`src/logic/adq_cfg.svh`:
```
// Register offsets, field positions, reset values and timing counts of the converter control.
`ifndef ADQ_CFG_SVH
`define ADQ_CFG_SVH
`define ADQ_ADDR_RES_LO 8'h20
`define ADQ_ADDR_RES_HI 8'h21
`define ADQ_ADDR_CTL 8'h22
`define ADQ_ADDR_CSEL 8'h23
`define ADQ_ADDR_ISTS 8'h24
`define ADQ_ADDR_IMSK 8'h25
`define ADQ_CTL_START 7
`define ADQ_CTL_DONE_N 6
`define ADQ_CSEL_TEST 7
`define ADQ_CTL_RESET 8'h40
`define ADQ_CSEL_RESET 8'h80
`define ADQ_SAMPLE_PERIODS 7'h20
`define ADQ_TRIAL_END 7'h44
`define ADQ_LAST_PERIOD 7'h4B
`define ADQ_SEL_DIV2 2'h0
`define ADQ_SEL_DIV8 2'h1
`define ADQ_SEL_DIV32 2'h2
`define ADQ_MASK_DIV2 5'h01
`define ADQ_MASK_DIV8 5'h07
`define ADQ_MASK_DIV32 5'h1F
`endif

```
`src/logic/adq_pkg.sv`:
```
// Types shared by the converter control modules.
`default_nettype none
package adq_pkg;
  typedef enum logic [2:0] {
    ADQ_IDLE = 3'h1,
    ADQ_HOLD = 3'h2,
    ADQ_RUN = 3'h4
  } adq_state_t;

  typedef struct packed {
    logic [7:0] ctl;
    logic [7:0] csel;
    logic [8:0] res;
    logic [8:0] dac;
    logic [6:0] cnt;
    logic ists;
    logic imsk;
    logic [7:0] rd_data;
    adq_state_t st;
  } adq_regs_t;

  typedef struct packed {
    logic [4:0] cnt;
  } adq_div_regs_t;
endpackage
`default_nettype wire

```
`src/logic/adq_div_if.sv`:
```
// Link between the control core and its conversion clock divider.
`timescale 1ns/1ps
`default_nettype none
interface adq_div_if;
  logic [1:0] sel;
  logic tick;
  modport ctl (output sel, input tick);
  modport div (input sel, output tick);
endinterface
`default_nettype wire

```
`src/logic/adq_clkdiv.sv`:
```
// Free-running divider that marks one system cycle per conversion clock period.
`timescale 1ns/1ps
`include "adq_cfg.svh"
`default_nettype none
module adq_clkdiv (
  input wire logic clk,
  input wire logic rst_b,
  input wire logic ce,
  adq_div_if.div dv
);
  adq_pkg::adq_div_regs_t q;
  adq_pkg::adq_div_regs_t next_q;
  logic [4:0] mask;

  // The undefined code runs at the slowest rate so the converter is never overclocked.
  function automatic logic [4:0] div_mask(input logic [1:0] sel);
    case (sel)
      `ADQ_SEL_DIV2: div_mask = `ADQ_MASK_DIV2;
      `ADQ_SEL_DIV8: div_mask = `ADQ_MASK_DIV8;
      default: div_mask = `ADQ_MASK_DIV32;
    endcase
  endfunction

  always_comb begin
    next_q = q;
    next_q.cnt = q.cnt + 5'h01;
    mask = div_mask(dv.sel);
  end

  assign dv.tick = ce && ((q.cnt & mask) == mask);

  always_ff @(posedge clk or negedge rst_b) begin
    if (!rst_b) begin
      q <= '0;
    end else if (ce) begin
      q <= next_q;
    end
  end
endmodule
`default_nettype wire

```
`src/logic/adq_ctrl.sv`:
```
// Converter control: registers, start sequencing, approximation, interrupt and port assignment.
// What this block does
// - Result bits 8..1 read in high result register, bit 0 in low register bit 7.
// - Both result registers are read-only; writes leave them unchanged.
// - Start rising resets the converter and sets the done flag; runs once low.
// - Finishing a conversion clears the done flag; zero means conversion ended.
// - Done flag sits at control bit 6, start bit at control bit 7.
// - Each completion sets the interrupt request; delivered only when enabled.
// - Control bits 2..0 select input 0 to 3; codes with bit 2 set unused.
// - Control bits 5..3 give 0,1,2,3 or all four lines to analog use.
// - Analog lines lose digital function and pull-high; converter powers up.
// - Clock select bits 1..0 divide system clock by 2, 8 or 32.
// - Sampling takes 32 conversion clocks, the whole conversion 76.
//
// Chosen here: strobed register access.
`timescale 1ns/1ps
`include "adq_cfg.svh"
`default_nettype none
module adq_ctrl (
  input wire logic clk,
  input wire logic rst_b,
  input wire logic ce,
  input wire logic [7:0] addr,
  input wire logic [7:0] wr_data,
  input wire logic wr_en,
  input wire logic rd_en,
  output logic [7:0] rd_data,
  output logic irq,
  output logic [1:0] analog_channel,
  output logic [3:0] analog_lines,
  output logic adc_power_on,
  output logic sample_hold,
  output logic [8:0] dac_code,
  input wire logic comp_above
);
  localparam adq_pkg::adq_regs_t RESET_VAL = '{
    ctl: `ADQ_CTL_RESET,
    csel: `ADQ_CSEL_RESET,
    res: 9'h000,
    dac: 9'h000,
    cnt: 7'h00,
    ists: 1'b0,
    imsk: 1'b0,
    rd_data: 8'h00,
    st: adq_pkg::ADQ_IDLE
  };

  adq_pkg::adq_regs_t q;
  adq_pkg::adq_regs_t next_q;
  logic start_rise;
  logic done_evt;
  logic [6:0] off;
  logic [3:0] bitpos;

  adq_div_if dvi ();

  adq_clkdiv u_div (
    .clk(clk),
    .rst_b(rst_b),
    .ce(ce),
    .dv(dvi.div)
  );

  assign dvi.sel = q.csel[1:0];

  function automatic logic [3:0] line_decode(input logic [2:0] asg);
    case (asg)
      3'h0: line_decode = 4'h0;
      3'h1: line_decode = 4'h1;
      3'h2: line_decode = 4'h3;
      3'h3: line_decode = 4'h7;
      default: line_decode = 4'hF;
    endcase
  endfunction

  function automatic logic [7:0] rd_mux(input logic [7:0] a, input adq_pkg::adq_regs_t r);
    case (a)
      `ADQ_ADDR_RES_LO: rd_mux = {r.res[0], 7'h00};
      `ADQ_ADDR_RES_HI: rd_mux = r.res[8:1];
      `ADQ_ADDR_CTL: rd_mux = r.ctl;
      `ADQ_ADDR_CSEL: rd_mux = {r.csel[`ADQ_CSEL_TEST], 5'h00, r.csel[1:0]};
      `ADQ_ADDR_ISTS: rd_mux = {7'h00, r.ists};
      `ADQ_ADDR_IMSK: rd_mux = {7'h00, r.imsk};
      default: rd_mux = 8'h00;
    endcase
  endfunction

  always_comb begin
    next_q = q;
    next_q.rd_data = 8'h00;
    if (rd_en) begin
      next_q.rd_data = rd_mux(addr, q);
    end
    start_rise = wr_en && (addr == `ADQ_ADDR_CTL) && wr_data[`ADQ_CTL_START]
      && !q.ctl[`ADQ_CTL_START];
    done_evt = (q.st == adq_pkg::ADQ_RUN) && dvi.tick && (q.cnt == `ADQ_LAST_PERIOD);
    off = q.cnt - `ADQ_SAMPLE_PERIODS;
    bitpos = 4'h8 - off[5:2];
    // Result registers have no write path at all.
    if (wr_en) begin
      case (addr)
        `ADQ_ADDR_CTL: begin
          next_q.ctl = {wr_data[7], q.ctl[`ADQ_CTL_DONE_N], wr_data[5:0]};
        end
        `ADQ_ADDR_CSEL: begin
          next_q.csel = {wr_data[7], 5'h00, wr_data[1:0]};
        end
        `ADQ_ADDR_ISTS: begin
          if (wr_data[0]) begin
            next_q.ists = 1'b0;
          end
        end
        `ADQ_ADDR_IMSK: begin
          next_q.imsk = wr_data[0];
        end
        default: begin
        end
      endcase
    end
    case (q.st)
      adq_pkg::ADQ_IDLE: begin
      end
      adq_pkg::ADQ_HOLD: begin
        // The converter stays in reset while start is high.
        if (!q.ctl[`ADQ_CTL_START]) begin
          next_q.st = adq_pkg::ADQ_RUN;
          next_q.cnt = 7'h00;
        end
      end
      adq_pkg::ADQ_RUN: begin
        if (dvi.tick) begin
          next_q.cnt = q.cnt + 7'h01;
          if (q.cnt >= `ADQ_SAMPLE_PERIODS && q.cnt < `ADQ_TRIAL_END) begin
            // Four periods per bit: set the trial, let the comparator settle, decide.
            if (off[1:0] == 2'h0) begin
              next_q.dac[bitpos] = 1'b1;
            end else if (off[1:0] == 2'h3 && !comp_above) begin
              next_q.dac[bitpos] = 1'b0;
            end
          end
        end
      end
      default: begin
        next_q.st = adq_pkg::ADQ_IDLE;
      end
    endcase
    if (done_evt) begin
      next_q.st = adq_pkg::ADQ_IDLE;
      next_q.ctl[`ADQ_CTL_DONE_N] = 1'b0;
      next_q.res = q.dac;
      // Placed after the clear so a completion in the clearing cycle is not lost.
      next_q.ists = 1'b1;
    end
    // A new start edge aborts any conversion and wins over completion for state and done flag; result and status still load.
    if (start_rise) begin
      next_q.st = adq_pkg::ADQ_HOLD;
      next_q.ctl[`ADQ_CTL_DONE_N] = 1'b1;
      next_q.cnt = 7'h00;
      next_q.dac = 9'h000;
    end
  end

  always_ff @(posedge clk or negedge rst_b) begin
    if (!rst_b) begin
      q <= RESET_VAL;
    end else if (ce) begin
      q <= next_q;
    end
  end

  assign rd_data = q.rd_data;
  assign irq = q.ists && q.imsk;
  assign analog_channel = q.ctl[1:0];
  assign analog_lines = line_decode(q.ctl[5:3]);
  assign adc_power_on = |q.ctl[5:3];
  assign sample_hold = (q.st == adq_pkg::ADQ_RUN) && (q.cnt < `ADQ_SAMPLE_PERIODS);
  assign dac_code = q.dac;
endmodule
`default_nettype wire

```
`config.mk`:
```
export PLATFORM = sky130hd
export DESIGN_NAME = adq_ctrl
export DESIGN_NICKNAME = d
export VERILOG_FILES = /design/src/logic/adq_pkg.sv /design/src/logic/adq_div_if.sv /design/src/logic/adq_clkdiv.sv /design/src/logic/adq_ctrl.sv
export VERILOG_INCLUDE_DIRS = /design/src /design/src/logic
export SDC_FILE = /design/constraint.sdc
export NUM_CORES = 1
export LEC_CHECK = 0
export ABC_CLOCK_PERIOD_IN_PS = 2100
export BUFFER_PORTS_ARGS = -buffer_cell sky130_fd_sc_hd__buf_4
export CAP_MARGIN = 10
export CORE_MARGIN = 3
export CORE_UTILIZATION = 57
export DETAILED_ROUTE_END_ITERATION = 6
export PLACE_DENSITY = 0.85
export SLEW_MARGIN = 20
export SYNTH_ARGS = -nofsm -noshare
export SYNTH_HDL_FRONTEND = slang
export SYNTH_SLANG_ARGS = --single-unit
```
`constraint.sdc`:
```
create_clock -name clk -period 2.1 [get_ports clk]
set_input_delay 0.315 -clock clk [delete_from_list [all_inputs] [get_ports clk]]
set_output_delay 0.315 -clock clk [all_outputs]
set_load 0.01 [all_outputs]
```
After elaboration in Yosys (flattened, before gate mapping)
Cells that the tools add are included.
{ "classes": {"addsub": 4, "magnitude_cmp": 5, "eq_ne": 20, "n_mux": 28, "bitwise_logic": 4, "n_reduce_logical": 36} }
{ "ops": {"columns": ["operator", "count"], "rows": [
  ["$eq A8 B6 Y1 const B", 6],
  ["$pmux W8 S6", 1],
  ["$mux W9", 4],
  ["$mux W16", 2],
  ["$mux W8", 2],
  ["$pmux W4 S4", 1],
  ["$mux W15", 1],
  ["$pmux W7 S2", 1],
  ["$reduce_bool A2 Y1", 7],
  ["$reduce_and A3 Y1", 4],
  ["$logic_and A1 B1 Y1", 11],
  ["$pmux W5 S2", 1],
  ["$and A9 B9 Y9", 1],
  ["$eq A3 B2 Y1 const B", 3],
  ["$mux W3", 3],
  ["$not A9 Y9", 1],
  ["$or A9 B9 Y9", 1],
  ["$reduce_and A4 Y1", 2],
  ["$add A7 B1 Y7 const B", 1],
  ["$eq A7 B7 Y1 const B", 1],
  ["$ge A7 B6 Y1 const B", 1],
  ["$lt A7 B6 Y1 const B", 1],
  ["$lt A7 B7 Y1 const B", 1],
  ["$mux W1", 7],
  ["other kinds (27)", 33]
]} }
{ "word_totals": {"register_bits": 54, "input_bits": 22} }

Longest topological paths before layout
Gate-level depths: netlist of run 1.
{ "logic_depth": {"ltp_word": 14, "ltp_mapped": 6} }

Cells and area by module
From an unflattened synthesis of run 1, not the netlist that was laid out.
{ "hier_totals": {"hier_cells": 287, "hier_area_um2": 3042.9} }
{ "by_module_without_submodules": {"columns": ["mod", "instances", "cells_per_inst", "area_per_inst_um2"], "rows": [
  ["adq_ctrl", 1, 269, 2819.0],
  ["adq_clkdiv", 1, 18, 224.0]
]} }

Least setup slack after synthesis of run 1
No wires, ideal clock.
{ "synth_path": {"path_kind": "input to register", "start": "input addr[1]", "end": "register q (netlist bit analog_channel[0])", "t_arrival_ps": 1809, "required_time_ps": 1975, "slack_ps": 166, "path_stages": 5, "path_buffers": 2, "path_cell_list": "buf_2 nor4b_1 and3_1 buf_2 mux2_2"} }
{ "synth_via": {"elab_chain_len": 2} }
{ "synth_lines": {"columns": ["element", "line_no", "text"], "rows": [
  ["start, declared", "adq_ctrl.sv:23", "input wire logic [7:0] addr,"],
  ["$eq A8 B6 Y1", "adq_ctrl.sv:101", "case (addr)"],
  ["$reduce_and A3 Y1 (no line)", null, null],
  ["end signal, assigned", "adq_ctrl.sv:167", "q <= next_q;"],
  ["end, declared", "adq_ctrl.sv:48", "adq_pkg::adq_regs_t q;"]
]} }
Every way passes these cells.
A chain may end at the register's enable or synchronous reset.

Worst setup path after layout of run 1
{ "layout_path": {"start": "register q[16] in the netlist's numbering", "end": "register q (netlist bit dac_code[1])"} }
{ "layout_via": {"elab_chain_len": 14} }
{ "layout_lines": {"columns": ["element", "line_no", "text"], "rows": [
  ["$sub A6 B6 Y6 (no line)", null, null],
  ["$sub A4 B4 Y4", "adq_ctrl.sv:98", "bitpos = 4'h8 - off[5:2];"],
  ["$lt A4 B5 Y1 (implied by the code) / $ge A4 B1 Y1 (equally long branches)", "adq_ctrl.sv:136, adq_ctrl.sv:138", null],
  ["$logic_and A1 B1 Y1 (implied by the code)", "adq_ctrl.sv:136, adq_ctrl.sv:138", null],
  ["$mux W1 (implied by the code)", "adq_ctrl.sv:136, adq_ctrl.sv:138", null],
  ["$demux W1 S4", "adq_ctrl.sv:136, adq_ctrl.sv:138", null],
  ["$not A9 Y9 (no line)", null, null],
  ["$and A9 B9 Y9 (no line)", null, null],
  ["$mux W9", "adq_ctrl.sv:137", "end else if (off[1:0] == 2'h3 && !comp_above) begin"],
  ["$mux W9", "adq_ctrl.sv:135", "if (off[1:0] == 2'h0) begin"],
  ["$mux W9", "adq_ctrl.sv:133", "if (q.cnt >= `ADQ_SAMPLE_PERIODS && q.cnt < `ADQ_TRIAL_END) begin"],
  ["$mux W16", "adq_ctrl.sv:131", "if (dvi.tick) begin"],
  ["$mux W9", "adq_ctrl.sv:120", "case (q.st)"],
  ["$mux W16", "adq_ctrl.sv:155", "if (start_rise) begin"]
]} }
Parallel ways exist; a longest one is shown, timed or not. The select of a mux whose other input is x is not followed.

==> qor.txt, run 1 <==
Crit path launch type -> register
GR Overflow Total -> 0
Reg area -> 1360 µm²
I/O Buffers -> 46
Area Growth Syn to Fin -> 14.5%
Syn_nets -> 311
Clock Latency Late Sink -> 310 ps
Worst-case clock skew -> 8.73 ps
Die width -> 78.7 µm
H-tree levels -> 2
Crit share post-route -> 95.7%
Fmax -> 0.498 GHz
Post-synth EDFFs -> 0
Synth area leader -> dfrtp_1
DIE HEIGHT -> 78.7 µm
Crit path time final -> 2010 ps
Hold-fix buffer count after cts -> 0
Antenna Cells -> 0
Clock tree buffer depth -> 2
Final Total Pwr -> 2140 µW
Worst slack at placement -> 81.3 ps
Top cell type's share of synthesized area -> 42.4%
CP cell instances -> o41ai_2 -> o2111ai_2 -> or4_1 -> mux2i_1
Post-DP HPWL -> 5.05 mm
Main area contributors after synthesis -> dfrtp_1, mux2_2, buf_4
Count leader, synth -> dfrtp_1
Final setup margin -> 90.4 ps
Asr flop ratio synth -> 100%
GRT Total Usage -> 24.1%
Max-Cap Viols -> 0
Ys flop type -> dfrtp_1
Multi-input gate area -> 1420 µm²
Vias -> 2,380
Clk slew on worst S/H paths -> 90 ps
Status -> completed
Initial Util -> 61.3%
Netlist cell types -> 59
Slowest stage delay, CP -> 610 ps
First-pass GRT wire length -> 11.8 mm
Core area -> 4910 µm²
Rows -> 25
Post-CTS Setup Inserts -> 0
WP data required -> 2290 ps
Crit. End Element -> register
FF+latch count, synth -> 54
Leakage -> 0.00159 µW
Worst-path maximum fanout -> 8
Max-slew violation count -> 0
Root buf cell -> clkbuf_8
Commonest cells in the netlist -> dfrtp_1, mux2_2, buf_4
Sink Count -> 54
Antenna Nets Post-Route -> 0
CTS tree -> yes
Yosys warning count -> 0
Worst VDD drop -> 0.000436 V
Synth Instances -> 286
Ports -> 48
Syn avg cell area -> 10.5 µm²
Measured slew at the worst slew-check pin -> 666 ps
Wire length per cell -> 17.6 µm
Sequential area share after synthesis -> 45.0%
Slowest cell on crit path -> or4_1
Final setup vio count -> 0
Pin count of the biggest net entering global routing -> 55
Die area -> 6190 µm²
Slew margin rel. -> 55.6%
Setup repair after global routing missed its margin -> false
Post-Synthesis Cell Area -> 3010 µm²
DRT Wirelength -> 6.85 mm
Cell Pwr Density -> 622 nW/µm²
Initial antenna violation count -> 0
Worst min-delay path class -> primary input to async pin
Final #Nets -> 346
Post-Route Setup TNS -> 0 ps
Hold Violations, Final -> 0
Layout cells sized above 1 -> 33.9%
RePlAce Congestion -> 0.920
Total CTS buffers -> 5
Vias in the first global route -> 2,405
Arrival time worst endpoint -> 2200 ps
First drt pass iteration count -> 4
Fin util -> 70.2%
Iter 0 DRT Violations -> 182
DR DRC count -> 0
Fillers -> 384
Via density per instance -> 6.12
WS Path Type -> register to register
## metal layers
layer / track usage, % / vias up / share of wire [%] / routed length, µm
met5: 0 / - / 0 / 0
met1: 33.3 / 1183 / 45 / 3060
met4: 6.64 / 0 / 0.86 / 59
met3: 4.20 / 7 / 6.0 / 410
li1: - / 1113 / - / -
met2: 39.1 / 77 / 49 / 3320
## power breakdown
| group | total, µW | switching [µW] | internal, µW |
|---|---|---|---|
| sequential | 1200 | 87.1 | 1120 |
| clock | 596 | 330 | 265 |
| combinational | 346 | 185 | 161 |
| total | 2140 | 602 | 1540 |
## stage by stage
step	instances	hold WS (ps)	instance area [µm²]
detailed placement	381	399	3350
floorplan	286	19.4	3010
global placement	381	397	3350
global route	389	79.0	3450
finish	389	38.4	3450
CTS	389	58.0	3440
## layout make-up
class                      instances  area share [%]
tap                               67            2.43
clock inverter                     2           0.363
timing repair buffer              60            13.1
inverter                          13            1.41
clock buffer                       6            2.39
sequential                        54            39.3
multi-input combinational        187            41.1
## worst max-delay path, delay by kind of cell, from the launching register on
| kind | cells | cell delay [ps] |
|---|---|---|
| and+or+nand+nor | 1 | 610 |
| AOI/OAI and AO/OA | 2 | 750 |
| DFF | 1 | 400 |
| muxes | 1 | 140 |
## cell families after synthesis
| logic type | after synthesis | synth area share (%) |
|---|---|---|
| simple gates | 92 | 19.2 |
| compound gates | 57 | 13.6 |
| flops | 54 | 45.0 |
| buf+inv | 45 | 8.27 |
| mux | 30 | 11.3 |
| xor+xnor | 5 | 1.45 |
| fa+ha+maj | 3 | 1.25 |
## worst paths after layout
check,from,end,slack (ps),cells past startpoint
worst min register to register,q[52]$_DFFE_PN1P_,q[52]$_DFFE_PN1P_,500,2
worst max-delay path,q[16]$_DFFE_PN0P_,dac_code[1]$_DFFE_PN0P_,90,4
max in group asynchronous,rst_b,u_div.q[1]$_DFFE_PN0P_,1630,1
worst min-delay path,rst_b,dvi.sel[1]$_DFFE_PN0P_,40,1
worst max register to register,q[16]$_DFFE_PN0P_,dac_code[1]$_DFFE_PN0P_,90,4
min in group clk,wr_data[2],q[48]$_DFFE_PN0P_,230,2
## layout by cell type, fill, tap and decap left out, types with 7 or more instances in the layout
cell	instances
mux2_2	22
nand4_1	9
o21ai_0	12
nand3_1	15
o311ai_0	7
inv_1	13
mux2i_1	7
o22ai_1	9
a22oi_1	7
nand2_1	18
dfrtp_1	51
buf_4	60
## registers in the layout (all words and copies together) (netlist names)
name and count:
u_div.q 5, dvi.sel 2, dac_code 9, rd_data 8, q 28, analog_channel 2
## repair_timing
item,4_1_cts,5_1_grt
resized for setup,0,2
setup endpoints to repair,0,4
endpoints found under the hold margin,0,0
Note: power is estimated with default switching activity, not from simulation.
==> run 2: changes to the inputs <==
--- a/config.mk
+++ b/config.mk
@@ -7,12 +7,11 @@
 export NUM_CORES = 1
 export LEC_CHECK = 0
 export ABC_CLOCK_PERIOD_IN_PS = 2100
-export BUFFER_PORTS_ARGS = -buffer_cell sky130_fd_sc_hd__buf_4
-export CAP_MARGIN = 10
 export CORE_MARGIN = 3
-export CORE_UTILIZATION = 57
+export CORE_UTILIZATION = 63
 export DETAILED_ROUTE_END_ITERATION = 6
-export PLACE_DENSITY = 0.85
+export DONT_BUFFER_PORTS = 1
+export PLACE_DENSITY = 0.84
 export SLEW_MARGIN = 20
 export SYNTH_ARGS = -nofsm -noshare
 export SYNTH_HDL_FRONTEND = slang
==> run 2 against run 1 <==
Worst hold slack better by 48 ps. Sequential power about the same. Largest cell class unchanged. Clock power up 18%. Largest power group unchanged.
==> qor.txt, run 2 (synthesis gave the netlist of run 1 again) <==
Rows -> 24
Largest Register -> q
First drt pass iteration count -> 4
Area Growth Syn to Fin -> 4.82%
H-tree levels -> 2
Sequential Power Share -> 54.7%
P_int -> 1610 µW
Root buf cell -> clkbuf_8
DR DRC count -> 0
Via density per instance -> 6.80
Max-slew violation count -> 0
Crit path time final -> 2040 ps
Fmax -> 0.490 GHz
Largest register FFs -> 28
Vias in the first global route -> 2,207
I/O Buffers -> 0
Die width -> 75.1 µm
Reg2reg setup slack -> 60 ps
WS Path Type -> register to register
Worst-path maximum fanout -> 8
Crit share post-route -> 97.2%
Worst min-delay path class -> primary input to register
Post-Route Setup TNS -> 0 ps
Pin count of the biggest net entering global routing -> 55
Worst slack at placement -> 53.6 ps
Most frequent cells in the layout -> dfrtp_1, mux2_2, nand2_1
Worst hold endpoint -> u_div.q[0]$_DFFE_PN0P_
Layout cells sized above 1 -> 22.9%
GR Overflow Total -> 0
CTS tree -> yes
Worst VDD drop -> 0.000424 V
Max-Cap Viols -> 0
Iter 0 DRT Violations -> 201
Final #Nets -> 304
Measured slew at the worst slew-check pin -> 531 ps
Worst-case clock skew -> 12.9 ps
Antenna Cells -> 0
Area after DPL -> 2980 µm²
Leakage -> 0.00139 µW
Ports -> 48
Total CTS buffers -> 5
Final Total Pwr -> 2210 µW
Antenna Nets Post-Route -> 0
Sink Count -> 54
Crit. End Element -> register
GRT Total Usage -> 25.5%
Vias -> 2,259
Finished Cell Area -> 3160 µm²
Clock tree buffer depth -> 2
Initial antenna violation count -> 0
Core area -> 4470 µm²
DRT Wirelength -> 6.82 mm
Die area -> 5650 µm²
Worst hold path depth -> 1
Cell Pwr Density -> 701 nW/µm²
DIE HEIGHT -> 75.1 µm
Clock Latency Late Sink -> 320 ps
Post-DP HPWL -> 4.81 mm
WP data required -> 2350 ps
Initial Util -> 67.3%
First-pass GRT wire length -> 10.9 mm
Final setup margin -> 57.8 ps
Clk slew on worst S/H paths -> 90 ps
Origin of the critical flop-to-flop path -> q[16]$_DFFE_PN0P_
RePlAce Congestion -> 0.940
NetSw -> 601 µW
Status -> completed
Power share of the clock group -> 31.7%
Worst Min Path Start -> ce
Wire length per cell -> 20.5 µm
Comb pwr share -> 13.6%
Slew margin rel. -> 64.3%
R2R Path End -> dac_code[5]$_DFFE_PN0P_
Fraction of power spent switching nets -> 27.2%
Final setup vio count -> 0
Hold Violations, Final -> 0
Reg2Reg Depth -> 4
Fin Hold WS -> 86.7 ps
Leading cell type in the layout, fill and taps excluded -> dfrtp_1
Crit path launch type -> register
Arrival time worst endpoint -> 2290 ps
[run 2: power groups by stage]
stage | Combinational, µW | Clock, µW | Sequential, µW
floorplan | 218 | 0 | 1200
global placement | 258 | 0 | 1220
detailed placement | 268 | 0 | 1220
CTS | 298 | 711 | 1200
global route | 342 | 736 | 1220
finish | 301 | 702 | 1210
[run 2: worst max-delay path by stage]
stage	start	end	slack, ps
after floorplan	addr[1]	analog_channel[0]$_DFFE_PN0P_	170
after global placement	q[16]$_DFFE_PN0P_	dac_code[5]$_DFFE_PN0P_	80
after detailed placement	q[16]$_DFFE_PN0P_	dac_code[5]$_DFFE_PN0P_	50
after CTS	q[16]$_DFFE_PN0P_	dac_code[5]$_DFFE_PN0P_	30
after global routing	q[16]$_DFFE_PN0P_	dac_code[5]$_DFFE_PN0P_	-20
final	q[16]$_DFFE_PN0P_	dac_code[5]$_DFFE_PN0P_	60
[run 2: repair_timing]
item,in CTS,in global routing
hold buffers,2,0
endpoints found under the hold margin,54,0
endpoints found under the setup margin,0,8
resized for setup,0,2
setup buffers,0,2
[run 2: critical path, stage by stage (launching register included)]
cell	delay (ps)
dfrtp_1	400
o41ai_2	460
o2111ai_2	310
or4b_2	730
nand3_1	90
[run 2: through the flow]
| step | util (%) | std cells |
|---|---|---|
| finish | 70.6 | 332 |
| global route | 70.6 | 332 |
| CTS | 70.0 | 330 |
| detailed placement | 66.6 | 320 |
| global placement | 66.6 | 320 |
| floorplan | - | 286 |
[run 2: cell type report]
type | count | area (µm²)
clock inverter | 2 | 38.8
timing repair buffer | 18 | 158
tap | 52 | 65.1
inverter | 13 | 48.8
sequential | 54 | 1360
fill | 330 | 1320
clock buffer | 6 | 72.6
multi-input combinational | 187 | 1420
[run 2: routing by layer]
metal,GRT usage [%],routed length (µm),vias up
li1,-,-,1030
met1,35.3,2850,1103
met2,41.6,3390,118
met3,4.41,513,8
met4,7.38,73,0
met5,0,0,-
==> run 3: changes to the inputs <==
--- a/config.mk
+++ b/config.mk
@@ -7,11 +7,13 @@
 export NUM_CORES = 1
 export LEC_CHECK = 0
 export ABC_CLOCK_PERIOD_IN_PS = 2100
+export BUFFER_PORTS_ARGS = -buffer_cell sky130_fd_sc_hd__buf_4
 export CORE_MARGIN = 3
-export CORE_UTILIZATION = 63
+export CORE_UTILIZATION = 57
 export DETAILED_ROUTE_END_ITERATION = 6
-export DONT_BUFFER_PORTS = 1
-export PLACE_DENSITY = 0.84
+export GPL_TIMING_DRIVEN = 0
+export PLACE_DENSITY = 0.85
+export SKIP_CTS_REPAIR_TIMING = 1
 export SLEW_MARGIN = 20
 export SYNTH_ARGS = -nofsm -noshare
 export SYNTH_HDL_FRONTEND = slang
==> run 3 against run 2 <==
Power rose by 3.6%. Flip-flop and latch count did not move. Worst hold slack got worse by 65 ps. Maximum frequency rose by 1.1%. Utilization rose by 2.7 points. Sequential power barely moved. First-iteration DRC count fell by 28%. Critical path type unchanged. Critical path depth rose by 1. Register-to-register slack improved by 20 ps. Die area rose by 9.7%. Via count rose by 9.1%.
==> qor.txt, run 3 (synthesis gave the netlist of run 1 again) <==
Crit path launch -> q[17]$_DFFE_PN0P_
Area after DPL -> 3430 µm²
Reg2reg setup slack -> 80 ps
Post-Route Setup TNS -> 0 ps
Clk slew on worst S/H paths -> 100 ps
Initial Util -> 61.3%
Clock tree buffer depth -> 2
Worst min-delay path class -> primary input to async pin
Die width -> 78.7 µm
DIE HEIGHT -> 78.7 µm
Sink Count -> 54
Layout cells sized above 1 -> 36.5%
Die area -> 6190 µm²
Core area -> 4910 µm²
Clock Latency Late Sink -> 320 ps
Iter 0 DRT Violations -> 144
Root buf cell -> clkbuf_8
Slew margin rel. -> 54.8%
Largest register FFs -> 28
Vias -> 2,464
First drt pass iteration count -> 4
Most frequent cells in the layout -> buf_4, dfrtp_1, mux2_2
Final setup margin -> 79.2 ps
Finished Cell Area -> 3600 µm²
Fin util -> 73.2%
Slowest stage delay, CP -> 710 ps
Final #Nets -> 366
Origin of the critical flop-to-flop path -> q[17]$_DFFE_PN0P_
Max-Cap Viols -> 0
CP cell instances -> buf_2 -> o41ai_2 -> o2111ai_2 -> or4b_2 -> nand3_1
Fmax -> 0.495 GHz
Final Total Pwr -> 2290 µW
Final setup vio count -> 0
Crit. End Element -> register
Arrival time worst endpoint -> 2280 ps
First-pass GRT wire length -> 11.6 mm
I/O Buffers -> 45
GRT Total Usage -> 23.8%
Area Growth Syn to Fin -> 19.4%
Cell Pwr Density -> 638 nW/µm²
WS Path Type -> register to register
Worst-path maximum fanout -> 9
Antenna Cells -> 0
Measured slew at the worst slew-check pin -> 677 ps
Worst setup path endpoint -> dac_code[5]$_DFFE_PN0P_
Rows -> 25
Setup repair after global routing missed its margin -> false
R2R Path End -> dac_code[5]$_DFFE_PN0P_
DRT Wirelength -> 7.09 mm
Max-slew violation count -> 0
Pin count of the biggest net entering global routing -> 55
GR Overflow Total -> 0
Worst-case clock skew -> 11.9 ps
Crit share post-route -> 96.2%
Initial antenna violation count -> 0
Crit path launch type -> register
Post-DP HPWL -> 5.15 mm
Largest Register -> q
Worst slack at placement -> -266 ps
Worst VDD drop -> 0.000411 V
Wire length per cell -> 17.3 µm
WP data required -> 2360 ps
H-tree levels -> 2
Fillers -> 360
Reg2Reg Depth -> 5
DR DRC count -> 0
Slowest cell on crit path -> or4b_2
Status -> completed
RePlAce Congestion -> 0.919
Antenna Nets Post-Route -> 0
Via density per instance -> 6.02
Crit path time final -> 2020 ps
Vias in the first global route -> 2,396
Leakage -> 0.00169 µW
Leading cell type in the layout, fill and taps excluded -> buf_4
CTS tree -> yes
Ports -> 48
Hold Violations, Final -> 0
Total CTS buffers -> 5
run 3: cell count changes in the layout (fill, tap and decap cells not counted), sizes merged:
cell | before | now
buf | 17 | 75
clkbuf | 6 | 11
clkinv | 1 | 0
dlygate4sd3 | 1 | 0
inv | 13 | 14
run 3: worst min-delay path by stage:
| stage | from | endpoint | slack [ps] | cells past startpoint |
|---|---|---|---|---|
| global placement | rst_b | u_div.q[4]$_DFFE_PN0P_ | 390 | 1 |
| detailed placement | rst_b | u_div.q[4]$_DFFE_PN0P_ | 400 | 1 |
| finish | rst_b | u_div.q[3]$_DFFE_PN0P_ | 20 | 1 |
| CTS | rst_b | dac_code[0]$_DFFE_PN0P_ | 60 | 1 |
| floorplan | rst_b | analog_channel[0]$_DFFE_PN0P_ | 20 | 0 |
| global route | rst_b | u_div.q[4]$_DFFE_PN0P_ | 80 | 1 |
run 3: critical path: cells and delay by family, from the launching register on:
| family | cells | cell delay (ps) |
|---|---|---|
| buf+inv | 1 | 160 |
| simple gates | 2 | 800 |
| compound gates | 2 | 630 |
| flops | 1 | 360 |
run 3: power by group:
part | leakage (µW) | total [µW] | internal, µW | switching [µW]
Clock | 0.0000618 | 743 | 392 | 351
Sequential | 0.000719 | 1210 | 1120 | 97.0
Combinational | 0.000913 | 336 | 153 | 184
Total | 0.00169 | 2290 | 1660 | 631
run 3: routing by layer:
layer | wire length (µm) | global-route usage (%) | share of wire, % | vias to the layer above
met3 | 476 | 4.88 | 6.7 | 11
met2 | 3310 | 36.5 | 47 | 102
met1 | 3190 | 33.5 | 45 | 1197
li1 | - | - | - | 1154
met5 | 0 | 0 | 0 | -
met4 | 115 | 8.74 | 1.6 | 0
run 3: area by class of cell:
class                           count  area [µm²]  area share, %
Sequential cell                    54        1360           37.7
Clock buffer                        6        82.6           2.30
Clock inverter                      2        38.8           1.08
Timing Repair Buffer               48         360           10.0
Tap cell                           67        83.8           2.33
Inverter                           13        48.8           1.36
Buffer                             32         201           5.60
Multi-Input combinational cell    187        1430           39.6
run 3: through the flow:
step                std cells  hold WS, ps
finish                    409         22.0
global route              409         77.2
CTS                       406         56.2
detailed placement        398          398
global placement          398          395
floorplan                 286         19.4
